===== config.mk =====
export PLATFORM = sky130hd
export DESIGN_NAME = can_ext_id
export DESIGN_NICKNAME = d
export VERILOG_FILES = /design/src/logic/can_ext_id.v /design/src/logic/id_tx_shift.v /design/src/logic/id_rx_shift.v
export VERILOG_INCLUDE_DIRS = /design/src /design/src/inc
export SDC_FILE = /design/constraint.sdc
export NUM_CORES = 1
export LEC_CHECK = 0
export BUFFER_PORTS_ARGS = -buffer_cell sky130_fd_sc_hd__buf_2
export CAP_MARGIN = 20
export CORE_ASPECT_RATIO = 0.8
export CORE_MARGIN = 2
export CORE_UTILIZATION = 53
export CTS_CLUSTER_DIAMETER = 200
export DETAILED_ROUTE_END_ITERATION = 8
export PLACE_DENSITY = 0.77
export SYNTH_ARGS = -nofsm -noshare
export SYNTH_HDL_FRONTEND = slang
export SYNTH_HIERARCHICAL = 1
export SYNTH_SLANG_ARGS = --single-unit

===== constraint.sdc =====
create_clock -name clk_in -period 4.75 [get_ports clk_in]
set_input_delay 0.475 -clock clk_in [delete_from_list [all_inputs] [get_ports clk_in]]
set_output_delay 0.475 -clock clk_in [all_outputs]
set_load 0.05 [all_outputs]

===== src/inc/can_ext_id_defs.vh =====
`ifndef CAN_EXT_ID_DEFS_VH
`define CAN_EXT_ID_DEFS_VH

// Register byte addresses
`define OFS_TX_ID0 8'h00
`define OFS_TX_ID1 8'h04
`define OFS_TX_ID2 8'h08
`define OFS_TX_ID3 8'h0C
`define OFS_RX_ID0 8'h10
`define OFS_RX_ID1 8'h14
`define OFS_RX_ID2 8'h18
`define OFS_RX_ID3 8'h1C
`define OFS_CTRL 8'h20
`define OFS_STAT 8'h24
`define OFS_LOSTCNT 8'h28

// Identifier byte lanes inside the 32-bit arbitration vector
`define BYTE0 31:24
`define BYTE1 23:16
`define BYTE2 15:8
`define BYTE3 7:0

// Positions inside the arbitration vector, first bit sent at 31
`define VEC_MSB 31
`define VEC_SRR 20
`define VEC_IDE 19
`define VEC_RTR 0
`define POS_START 5'h1F
`define POS_LAST 5'h00

// Arbitration field lengths in bits
`define LEN_STD 6'h0D
`define LEN_EXT 6'h20
`define LEN_ONE 6'h01

// Control bits
`define CTRL_REQ 0
`define CTRL_CANCEL 1

// Status bits
`define ST_PEND 0
`define ST_TXBUSY 1
`define ST_WON 2
`define ST_LOST 3
`define ST_RXFULL 4
`define ST_OVR 5
`define ST_BITERR 6
`define ST_RXEXT 7

`define RECESSIVE 1'b1
`define DOMINANT 1'b0
`define HSIZE_WORD 3'h2
`define HTRANS_ACT 1
`define LOSTCNT_MAX 8'hFF

`endif


===== src/logic/can_ext_id.v =====
// Design decisions made here: the AHB-Lite slave port and the address map.
`timescale 1ns/1ns
`include "can_ext_id_defs.vh"
// Behaviour
// - Extended identifier has 29 bits, 28 down to 0, over four registers.
// - Identifier bit 28 goes out first, then lower bits descending.
// - Smallest identifier value wins arbitration; higher one backs off.
// - Receive buffer keeps SRR exactly as sampled from the bus.
// - IDE zero means 11-bit format, one means 29-bit; selects sent format.
// - Receive buffer IDE loaded with the received value.
// - Transmit RTR sent in 29-bit format only: zero data frame, one remote frame.
// - Receive buffer RTR loaded from 29-bit frames only; 11-bit frames leave it stale.
module can_ext_id (
  input wire clk_in,
  input wire rst_in,
  input wire ce_in,
  input wire hsel_in,
  input wire [31:0] haddr_in,
  input wire [1:0] htrans_in,
  input wire hwrite_in,
  input wire [2:0] hsize_in,
  input wire [31:0] hwdata_in,
  input wire hready_in,
  output wire [31:0] hrdata_out,
  output wire hreadyout_out,
  output wire hresp_out,
  input wire can_rx_in,
  output wire can_tx_out,
  input wire frame_start_in,
  input wire frame_abort_in,
  input wire bit_strobe_in,
  output wire arb_won_out,
  output wire arb_lost_out,
  output wire tx_active_out
);

  function [7:0] pick_byte;
    input [31:0] v;
    input [1:0] i;
    begin
      case (i)
        2'h0: pick_byte = v[`BYTE0];
        2'h1: pick_byte = v[`BYTE1];
        2'h2: pick_byte = v[`BYTE2];
        default: pick_byte = v[`BYTE3];
      endcase
    end
  endfunction

  function is_ext;
    input [31:0] v;
    begin
      is_ext = v[`VEC_IDE];
    end
  endfunction

  // Bus side state
  reg wr_q, rd_q, rdy_q;
  reg [31:0] a_q;
  reg [31:0] hrdata_q;

  // Identifier storage and control
  reg [31:0] tx_id_q;
  reg [31:0] rx_id_q;
  reg pend_q, won_q, lost_q, rxfull_q, ovr_q, biterr_q, own_q;
  reg [7:0] lostcnt_q;

  // Pin synchroniser
  reg rx_s1_q, rx_s2_q;

  wire tx_busy, tx_won, tx_lost, tx_err, tx_bit;
  wire rx_done;
  wire [31:0] rx_field;

  wire take = hsel_in && htrans_in[`HTRANS_ACT] && hready_in;
  wire mapped = (a_q[31:8] == 24'h0);
  wire [7:0] wofs = a_q[7:0];
  wire [7:0] wb = hwdata_in[7:0];
  wire w_stat = wr_q && mapped && wofs == `OFS_STAT;
  wire w_ctrl = wr_q && mapped && wofs == `OFS_CTRL;

  // Buffer stays with the engine while a request is pending
  wire tx_lock = pend_q || tx_busy;
  wire tx_go = frame_start_in && pend_q && !tx_busy;
  wire [5:0] tx_len = is_ext(tx_id_q) ? `LEN_EXT : `LEN_STD;

  // Own frame is not stored; a lost arbitration makes it foreign
  wire rx_store = rx_done && !(own_q && !tx_lost);

  always @(posedge clk_in) begin
    if (rst_in) begin
      rx_s1_q <= `RECESSIVE;
      rx_s2_q <= `RECESSIVE;
    end else if (ce_in) begin
      rx_s1_q <= can_rx_in;
      rx_s2_q <= rx_s1_q;
    end
  end

  id_tx_shift u_tx (
    .clk_in(clk_in),
    .rst_in(rst_in),
    .ce_in(ce_in),
    .start_in(tx_go),
    .abort_in(frame_abort_in),
    .field_in(tx_id_q),
    .len_in(tx_len),
    .strobe_in(bit_strobe_in),
    .bus_bit_in(rx_s2_q),
    .tx_out(tx_bit),
    .busy_out(tx_busy),
    .won_out(tx_won),
    .lost_out(tx_lost),
    .err_out(tx_err)
  );

  id_rx_shift u_rx (
    .clk_in(clk_in),
    .rst_in(rst_in),
    .ce_in(ce_in),
    .start_in(frame_start_in),
    .abort_in(frame_abort_in),
    .strobe_in(bit_strobe_in),
    .bus_bit_in(rx_s2_q),
    .field_out(rx_field),
    .busy_out(),
    .done_out(rx_done)
  );

  // Read decode, also used for unmapped answers
  function [7:0] reg_read;
    input [7:0] ofs;
    input [31:0] txv;
    input [31:0] rxv;
    input [7:0] st;
    input [7:0] cnt;
    begin
      case (ofs)
        `OFS_TX_ID0: reg_read = pick_byte(txv, 2'h0);
        `OFS_TX_ID1: reg_read = pick_byte(txv, 2'h1);
        `OFS_TX_ID2: reg_read = pick_byte(txv, 2'h2);
        `OFS_TX_ID3: reg_read = pick_byte(txv, 2'h3);
        `OFS_RX_ID0: reg_read = pick_byte(rxv, 2'h0);
        `OFS_RX_ID1: reg_read = pick_byte(rxv, 2'h1);
        `OFS_RX_ID2: reg_read = pick_byte(rxv, 2'h2);
        `OFS_RX_ID3: reg_read = pick_byte(rxv, 2'h3);
        `OFS_STAT: reg_read = st;
        `OFS_LOSTCNT: reg_read = cnt;
        default: reg_read = 8'h00;
      endcase
    end
  endfunction

  reg [7:0] stat;
  always @* begin
    stat = 8'h00;
    stat[`ST_PEND] = pend_q;
    stat[`ST_TXBUSY] = tx_busy;
    stat[`ST_WON] = won_q;
    stat[`ST_LOST] = lost_q;
    stat[`ST_RXFULL] = rxfull_q;
    stat[`ST_OVR] = ovr_q;
    stat[`ST_BITERR] = biterr_q;
    stat[`ST_RXEXT] = is_ext(rx_id_q);
  end

  // Bus phases: writes zero wait, reads one wait state
  always @(posedge clk_in) begin
    if (rst_in) begin
      wr_q <= 1'b0;
      rd_q <= 1'b0;
      rdy_q <= 1'b0;
      a_q <= 32'h0;
      hrdata_q <= 32'h0;
    end else if (ce_in) begin
      wr_q <= take && hwrite_in && hsize_in == `HSIZE_WORD;
      if (take) begin
        a_q <= haddr_in;
      end
      if (take && !hwrite_in) begin
        rd_q <= 1'b1;
        rdy_q <= 1'b0;
      end else if (rd_q && !rdy_q) begin
        rdy_q <= 1'b1;
        // Wait state lets a write just before land first
        hrdata_q <= mapped ? {24'h0, reg_read(a_q[7:0], tx_id_q, rx_id_q, stat, lostcnt_q)}
                           : 32'h0;
      end else begin
        rd_q <= 1'b0;
        rdy_q <= 1'b0;
      end
    end
  end

  // Transmit identifier, written byte by byte
  always @(posedge clk_in) begin
    if (rst_in) begin
      tx_id_q <= tx_id_q;
    end else if (ce_in && wr_q && mapped && !tx_lock) begin
      // SRR sent as written; software keeps it recessive
      case (wofs)
        `OFS_TX_ID0: tx_id_q[`BYTE0] <= wb;
        `OFS_TX_ID1: tx_id_q[`BYTE1] <= wb;
        `OFS_TX_ID2: tx_id_q[`BYTE2] <= wb;
        `OFS_TX_ID3: tx_id_q[`BYTE3] <= wb;
        default: tx_id_q <= tx_id_q;
      endcase
    end
  end

  // Receive identifier, loaded only by the engine
  always @(posedge clk_in) begin
    if (rst_in) begin
      rx_id_q <= rx_id_q;
    end else if (ce_in && rx_store && !rxfull_q) begin
      // Standard frames leave the low bytes stale
      rx_id_q <= rx_field;
    end
  end

  // Request, flags and counter; hardware set beats software clear, and won or error clearing the request beats a software request
  always @(posedge clk_in) begin
    if (rst_in) begin
      pend_q <= 1'b0;
      won_q <= 1'b0;
      lost_q <= 1'b0;
      rxfull_q <= 1'b0;
      ovr_q <= 1'b0;
      biterr_q <= 1'b0;
      own_q <= 1'b0;
      lostcnt_q <= 8'h00;
    end else if (ce_in) begin
      if (tx_won || tx_err) begin
        pend_q <= 1'b0;
      end else if (w_ctrl && wb[`CTRL_REQ]) begin
        pend_q <= 1'b1;
      end else if (w_ctrl && wb[`CTRL_CANCEL] && !tx_busy) begin
        pend_q <= 1'b0;
      end

      // Losing arbitration hands the frame to the other node
      if (tx_go) begin
        own_q <= 1'b1;
      end else if (frame_abort_in || frame_start_in || rx_done || tx_lost) begin
        own_q <= 1'b0;
      end

      if (tx_won) begin
        won_q <= 1'b1;
      end else if (w_stat && wb[`ST_WON]) begin
        won_q <= 1'b0;
      end

      if (tx_lost) begin
        lost_q <= 1'b1;
      end else if (w_stat && wb[`ST_LOST]) begin
        lost_q <= 1'b0;
      end

      if (tx_err) begin
        biterr_q <= 1'b1;
      end else if (w_stat && wb[`ST_BITERR]) begin
        biterr_q <= 1'b0;
      end

      if (rx_store) begin
        rxfull_q <= 1'b1;
      end else if (w_stat && wb[`ST_RXFULL]) begin
        rxfull_q <= 1'b0;
      end

      // Held frame wins; a newer one is dropped and flagged
      if (rx_store && rxfull_q) begin
        ovr_q <= 1'b1;
      end else if (w_stat && wb[`ST_OVR]) begin
        ovr_q <= 1'b0;
      end

      if (tx_lost && lostcnt_q != `LOSTCNT_MAX) begin
        lostcnt_q <= lostcnt_q + 8'h01;
      end else if (wr_q && mapped && wofs == `OFS_LOSTCNT) begin
        lostcnt_q <= 8'h00;
      end
    end
  end

  assign hrdata_out = hrdata_q;
  assign hreadyout_out = !(rd_q && !rdy_q);
  assign hresp_out = 1'b0;
  assign can_tx_out = tx_bit;
  assign arb_won_out = tx_won;
  assign arb_lost_out = tx_lost;
  assign tx_active_out = tx_busy;
endmodule // can_ext_id


===== src/logic/id_tx_shift.v =====
`timescale 1ns/1ns
`include "can_ext_id_defs.vh"
module id_tx_shift (
  input wire clk_in,
  input wire rst_in,
  input wire ce_in,
  input wire start_in,
  input wire abort_in,
  input wire [31:0] field_in,
  input wire [5:0] len_in,
  input wire strobe_in,
  input wire bus_bit_in,
  output wire tx_out,
  output wire busy_out,
  output wire won_out,
  output wire lost_out,
  output wire err_out
);
  reg [31:0] sh_q;
  reg [5:0] cnt_q;
  reg busy_q, tx_q, won_q, lost_q, err_q;

  always @(posedge clk_in) begin
    if (rst_in) begin
      sh_q <= 32'h0;
      cnt_q <= 6'h0;
      busy_q <= 1'b0;
      tx_q <= `RECESSIVE;
      won_q <= 1'b0;
      lost_q <= 1'b0;
      err_q <= 1'b0;
    end else if (ce_in) begin
      won_q <= 1'b0;
      lost_q <= 1'b0;
      err_q <= 1'b0;
      if (abort_in) begin
        busy_q <= 1'b0;
        tx_q <= `RECESSIVE;
      end else if (start_in) begin
        tx_q <= field_in[`VEC_MSB];
        sh_q <= {field_in[30:0], 1'b0};
        cnt_q <= len_in;
        busy_q <= 1'b1;
      end else if (busy_q && strobe_in) begin
        if (tx_q == `RECESSIVE && bus_bit_in == `DOMINANT) begin
          // Lower identifier on the bus wins; back off at once
          busy_q <= 1'b0;
          tx_q <= `RECESSIVE;
          lost_q <= 1'b1;
        end else if (tx_q == `DOMINANT && bus_bit_in == `RECESSIVE) begin
          busy_q <= 1'b0;
          tx_q <= `RECESSIVE;
          err_q <= 1'b1;
        end else if (cnt_q == `LEN_ONE) begin
          busy_q <= 1'b0;
          tx_q <= `RECESSIVE;
          won_q <= 1'b1;
        end else begin
          tx_q <= sh_q[`VEC_MSB];
          sh_q <= {sh_q[30:0], 1'b0};
          cnt_q <= cnt_q - `LEN_ONE;
        end
      end
    end
  end

  assign tx_out = tx_q;
  assign busy_out = busy_q;
  assign won_out = won_q;
  assign lost_out = lost_q;
  assign err_out = err_q;
endmodule // id_tx_shift


===== src/logic/id_rx_shift.v =====
`timescale 1ns/1ns
`include "can_ext_id_defs.vh"
module id_rx_shift (
  input wire clk_in,
  input wire rst_in,
  input wire ce_in,
  input wire start_in,
  input wire abort_in,
  input wire strobe_in,
  input wire bus_bit_in,
  output wire [31:0] field_out,
  output wire busy_out,
  output wire done_out
);
  reg [31:0] f_q;
  reg [4:0] pos_q;
  reg busy_q, done_q;

  always @(posedge clk_in) begin
    if (rst_in) begin
      f_q <= 32'h0;
      pos_q <= `POS_START;
      busy_q <= 1'b0;
      done_q <= 1'b0;
    end else if (ce_in) begin
      done_q <= 1'b0;
      if (abort_in) begin
        busy_q <= 1'b0;
      end else if (start_in) begin
        pos_q <= `POS_START;
        busy_q <= 1'b1;
      end else if (busy_q && strobe_in) begin
        // Every bit, SRR/IDE/RTR included, kept as sampled
        f_q[pos_q] <= bus_bit_in;
        if ((pos_q == `VEC_IDE && bus_bit_in == 1'b0) || pos_q == `POS_LAST) begin
          busy_q <= 1'b0;
          done_q <= 1'b1;
        end else begin
          pos_q <= pos_q - 5'h01;
        end
      end
    end
  end

  assign field_out = f_q;
  assign busy_out = busy_q;
  assign done_out = done_q;
endmodule // id_rx_shift


## Word level (Yosys, flattened, before mapping)

Index checks and enable logic that the tools add are counted.

| storage, ports and cells | value |
|---|---|
| register bits after elaboration | 230 |
| bits of input ports | 79 |
| output and inout bits | 38 |
| word-level logic and storage cells | 224 |

| cells by class | value |
|---|---|
| add/sub/neg operators | 3 |
| magnitude comparators | 2 |
| equality and inequality tests | 19 |
| mux-type cells | 75 |
| bitwise logic cells | 6 |
| reductions and logical operators | 88 |

Operator list:

| kind | number |
|---|---|
| $mux 32 | 5 |
| $pmux 8 s10 | 1 |
| $mux 1 | 55 |
| $mux 6 | 6 |
| $logic_and 1x1->1 | 35 |
| $bwmux 32 | 1 |
| $eq 8x5->1 const B | 4 |
| $eq 8x6->1 const B | 3 |
| $logic_not 24->1 | 1 |
| $mux 8 | 3 |
| $reduce_and 2->1 | 12 |
| $reduce_and 3->1 | 7 |
| $reduce_bool 2->1 | 9 |
| $eq 8x4->1 const B | 2 |
| $mux 5 | 3 |
| $reduce_bool 3->1 | 4 |
| $ne 2x2->1 const B | 5 |
| $add 8x1->8 const B | 1 |
| $eq 8x3->1 const B | 1 |
| $logic_not 1->1 | 8 |
| $logic_not 8->1 | 1 |
| $ne 8x8->1 const B | 1 |
| $reduce_and 4->1 | 2 |
| $eq 6x1->1 const B | 1 |
| other kinds (12) | 22 |

## Depth between registers and ports, before layout

| depth | value |
|---|---|
| depth after elaboration | 8 |
| gate-level depth with buffers | 9 |
| mapped depth without buffers | 7 |

## Modules after synthesis

The synthesis kept the hierarchy.

Modules (own cells, without submodules):

| module | times used | cells each | area each (µm²) | seq. area each (µm²) |
|---|---|---|---|---|
| can_ext_id | 1 | 515 | 5405.2 | 3123.0 |
| id_tx_shift | 1 | 229 | 2230.9 | 840.8 |
| id_rx_shift | 1 | 212 | 2112.0 | 780.7 |

## Least setup slack after synthesis

Ideal clock, no wire load.

| timing | value |
|---|---|
| path kind | input to register |
| start | input port ce_in |
| end | register rx_id_q[0], in the netlist is_ext.v[0], enable pin |
| setup time | 0.502 ns |
| arrival | 4.200 ns |
| required time | 4.248 ns |
| setup slack | 0.048 ns |
| stages on the path | 4 |
| path buffers | 2 |
| cells stage by stage | clkbuf_1 -> buf_1 -> nand2_1 -> nor4_1 |

| between the ends | value |
|---|---|
| longest elaborated chain between the ends | 3 |

Ends and longest elaborated chain:

| element | RTL line | RTL |
|---|---|---|
| start: declaration | can_ext_id.v:16 | `input wire ce_in,` |
| $logic_and 1x1->1 (2 in a row) | can_ext_id.v:215 | `end else if (ce_in && rx_store && !rxfull_q) begin` |
| $reduce_and 2->1 (no line) | -- |  |
| end signal: assignment | can_ext_id.v:214 | `rx_id_q <= rx_id_q;` |
| end signal: assignment | can_ext_id.v:217 | `rx_id_q <= rx_field;` |
| end: declaration | can_ext_id.v:64 | `reg [31:0] rx_id_q;` |

Every way passes these cells.
A chain may end at the register's enable or synchronous reset.

## Final worst setup path

| timing | value |
|---|---|
| start | register a_q[0] |
| end | register tx_id_q[18], enable pin |

| between the ends | value |
|---|---|
| longest elaborated chain between the ends | 2 |

Ends and longest elaborated chain:

| element | RTL line | RTL |
|---|---|---|
| start: declaration | can_ext_id.v:59 | `reg [31:0] a_q;` |
| start signal: assignment | can_ext_id.v:178 | `a_q <= haddr_in;` |
| $eq 8x3->1 | -- |  |
| $reduce_and 3->1 (no line) | -- |  |
| end signal: assignment | can_ext_id.v:198 | `tx_id_q <= tx_id_q;` |
| end signal: indexed assignment | can_ext_id.v:202 | `` `OFS_TX_ID0: tx_id_q[`BYTE0] <= wb; `` |
| end signal: indexed assignment | can_ext_id.v:203 | `` `OFS_TX_ID1: tx_id_q[`BYTE1] <= wb; `` |
| end: declaration | can_ext_id.v:63 | `reg [31:0] tx_id_q;` |

Every way passes these cells.

==> metrics <==
status finished clean; initial antenna violation count 0; Worst Clk Skew 0.0123 ns; root buf cell clkbuf_16; hold-fix buffer count after cts 0; WHS 0.217 ns; post-synthesis compound-gate area fraction 0.147; crit-path cells nor2_1, nand3b_1, nor2_1; area grow syn2layout 10.5%; Post-route DRC 0; Setup Fix Bufs, Post-CTS 0; Power Density 340 nW/um2; #FFs+latches synth 205; FFs w/ async S/R, synth 0; Ys Warns 6; Final Slew Violations 0; gr ovfl total 0; share of the core filled with cells 0.597; GP Congestion 0.934; number of distinct library cells after synthesis 71; Critical Path End Type flip-flop; DR iter-0 viols 789; register area share after synthesis 0.487; Buffers & Inverters on Critical Path 0; Routed Antenna Nets 0; IO Pins 117; final net count 1088; height of the chip 125 um; CTS sink cnt 205; setup total negative slack 0 ns; Final min period 2.80 ns; XOR/XNOR Fraction of Synth Area 0.00180; Post-Syn Instances 956; First-pass DRT Iterations 6; mux contribution to synthesized area 0.0836; HPWL after detailed placement 15400 um; share of cells above drive strength 1 0.189; port bufs 66; Worst Path Max Fanout 14; endpoints failing setup 0; leakage power 3.62 nW; wire per inst 18.6 um; Final Hold Vio Count 0; post-synthesis simple-gate area fraction 0.209; largest family of logic cells by synthesized area simple AND/OR/NAND/NOR gates; cts repair resizes 0; DIE WIDTH 156 um; Worst-path clk slew 0.06 ns; CP required 4.87 ns; maximum vdd drop 0.270 mV; Rel. slew slack 0.310; Max Buffers Root-to-Sink 3; cell area after synthesis 9750 um2; first-pass GRT wire length 36200 um; Worst path slowest cell nor2_1; max_cap viols 0; Worst Setup Path Type flip-flop to flip-flop; Power, Total 3.66 mW; RSZ-0062 raised after global routing false; GRT Resource Usage Total 0.230; vias in the first global route 6663; largest net degree at the start of global routing 67; Starting Density 0.540; vias per cell 6.01; Synth Flop Type dfxtp_1; Synth Area in Adders 0.0128; WP data arrival 2.92 ns; Placeable Area 18100 um2; CTS tree built; final WL 23100 um; top cell family by delay on the critical path simple AND/OR/NAND/NOR gates; via count 7468; final period utilization 0.590; cell mode on critical path nor2_1; commonest cells after routing, fill and taps aside dfxtp_1, nor2_1, nand2_1, mux2i_1, buf_2; hold crit path type input port to flip-flop; H-tree levels 1; most common cell after layout, fill and taps aside dfxtp_1; fillers 1495; fmax 0.357 GHz; Num CTS Buffers 21; DIE AREA 19500 um2; Slowest Stage Delay on Critical Path 0.87 ns; # diodes 0; Skew-Pair Late Insertion Delay 0.50 ns; EDFF count, synth 64; num rows 44; crit path launch type flip-flop; worst-margin pin slew 1.03 ns; synthesized area per cell 10.2 um2
## routing by layer
layer	track usage	wire length (um)
met1	0.335	10400
met2	0.341	10100
met3	0.0558	1900
met4	0.0669	686
met5	0	0
## metrics by stage
step	instances	instance area [um2]	setup WS, ns
after floorplan	982	9850	0.0482
after global placement	1204	10100	2.02
after detailed placement	1205	10100	1.91
after CTS	1241	10700	2.03
after global routing	1242	10800	1.85
final	1242	10800	1.95
## report_power, final
group	leakage (nW)	switching [mW]	internal, mW
logic	1.53	0.155	0.0510
clock network	0.325	0.663	0.977
registers	1.77	0.00794	1.81
total	3.62	0.825	2.83
## worst reg2reg max path: stages, from the launching register on
cell and delay [ns]:
dfxtp_1 0.35, nor2_1 0.81, nand3b_1 0.40, nor2_1 0.87
## state kept, by name, summed over array words and instances (netlist names), 5 cells and up
| register | count |
|---|---|
| u_tx/sh_q | 31 |
| is_ext.v | 32 |
| u_rx/pos_q | 5 |
| u_rx/field_out | 32 |
| a_q | 32 |
| hrdata_out | 8 |
| tx_id_q | 32 |
| lostcnt_q | 8 |
| u_tx/cnt_q | 6 |
## final timing paths
kind | cells after the start | slack, ns | startpoint | to
worst max-delay path | 3 | 1.95 | a_q[0]$_SDFFE_PP0P_ | tx_id_q[18]$_DFFE_PP_
worst min-delay path | 3 | 0.22 | haddr_in[12] | a_q[12]$_SDFFE_PP0P_
worst max register to register | 3 | 1.95 | a_q[0]$_SDFFE_PP0P_ | tx_id_q[18]$_DFFE_PP_
worst min register to register | 0 | 0.43 | u_rx/field_out[7]$_SDFFE_PP0P_ | is_ext.v[7]$_DFFE_PP_
## area by class of cell
type | count | area [um2] | share of cell area
Clock buffer | 27 | 548 | 0.0509
Multi-Input combinational cell | 671 | 4540 | 0.421
Inverter | 19 | 71.3 | 0.00662
Sequential cell | 205 | 4740 | 0.440
Timing Repair Buffer | 81 | 463 | 0.0430
Tap cell | 230 | 288 | 0.0267
Clock inverter | 9 | 120 | 0.0111
## cells in the mapped netlist, drive strengths merged (3+ instances only)
cell | n | area [um2]
o41ai | 3 | 45.1
nand2 | 105 | 394
and3 | 3 | 18.8
mux2i | 69 | 691
a21o | 5 | 37.5
a22oi | 16 | 120
nor2b | 10 | 62.6
a211oi | 34 | 410
nor4b | 22 | 344
mux2 | 5 | 56.3
nand4 | 7 | 43.8
o21ai | 27 | 135
nor3 | 13 | 65.1
inv | 19 | 71.3
mux4 | 3 | 67.6
or3 | 9 | 56.3
a21oi | 62 | 310
a31oi | 5 | 31.3
a311oi | 5 | 43.8
nor4 | 28 | 219
nor2 | 107 | 402
or3b | 3 | 33.8
nand3 | 24 | 130
and2 | 3 | 18.8
buf | 53 | 373
o22ai | 3 | 18.8
a31o | 5 | 43.8
dfxtp | 141 | 2820
clkbuf | 34 | 128
nand3b | 11 | 82.6
ha | 10 | 125
nand2b | 7 | 43.8
edfxtp | 64 | 1920
a32oi | 5 | 43.8
## cell families (layout without fill, tap and decap cells)
| family | after synthesis | in the layout |
|---|---|---|
| AOI/OAI and AO/OA | 191 | 191 |
| xor gates and xnor gates | 2 | 2 |
| muxes | 77 | 77 |
| DFF | 205 | 205 |
| and+or+nand+nor | 364 | 364 |
| buffers and inverters | 106 | 136 |
| adders and majority gates | 10 | 10 |
| other | 1 | 27 |
No activity file was read; power rests on OpenSTA's default activity.
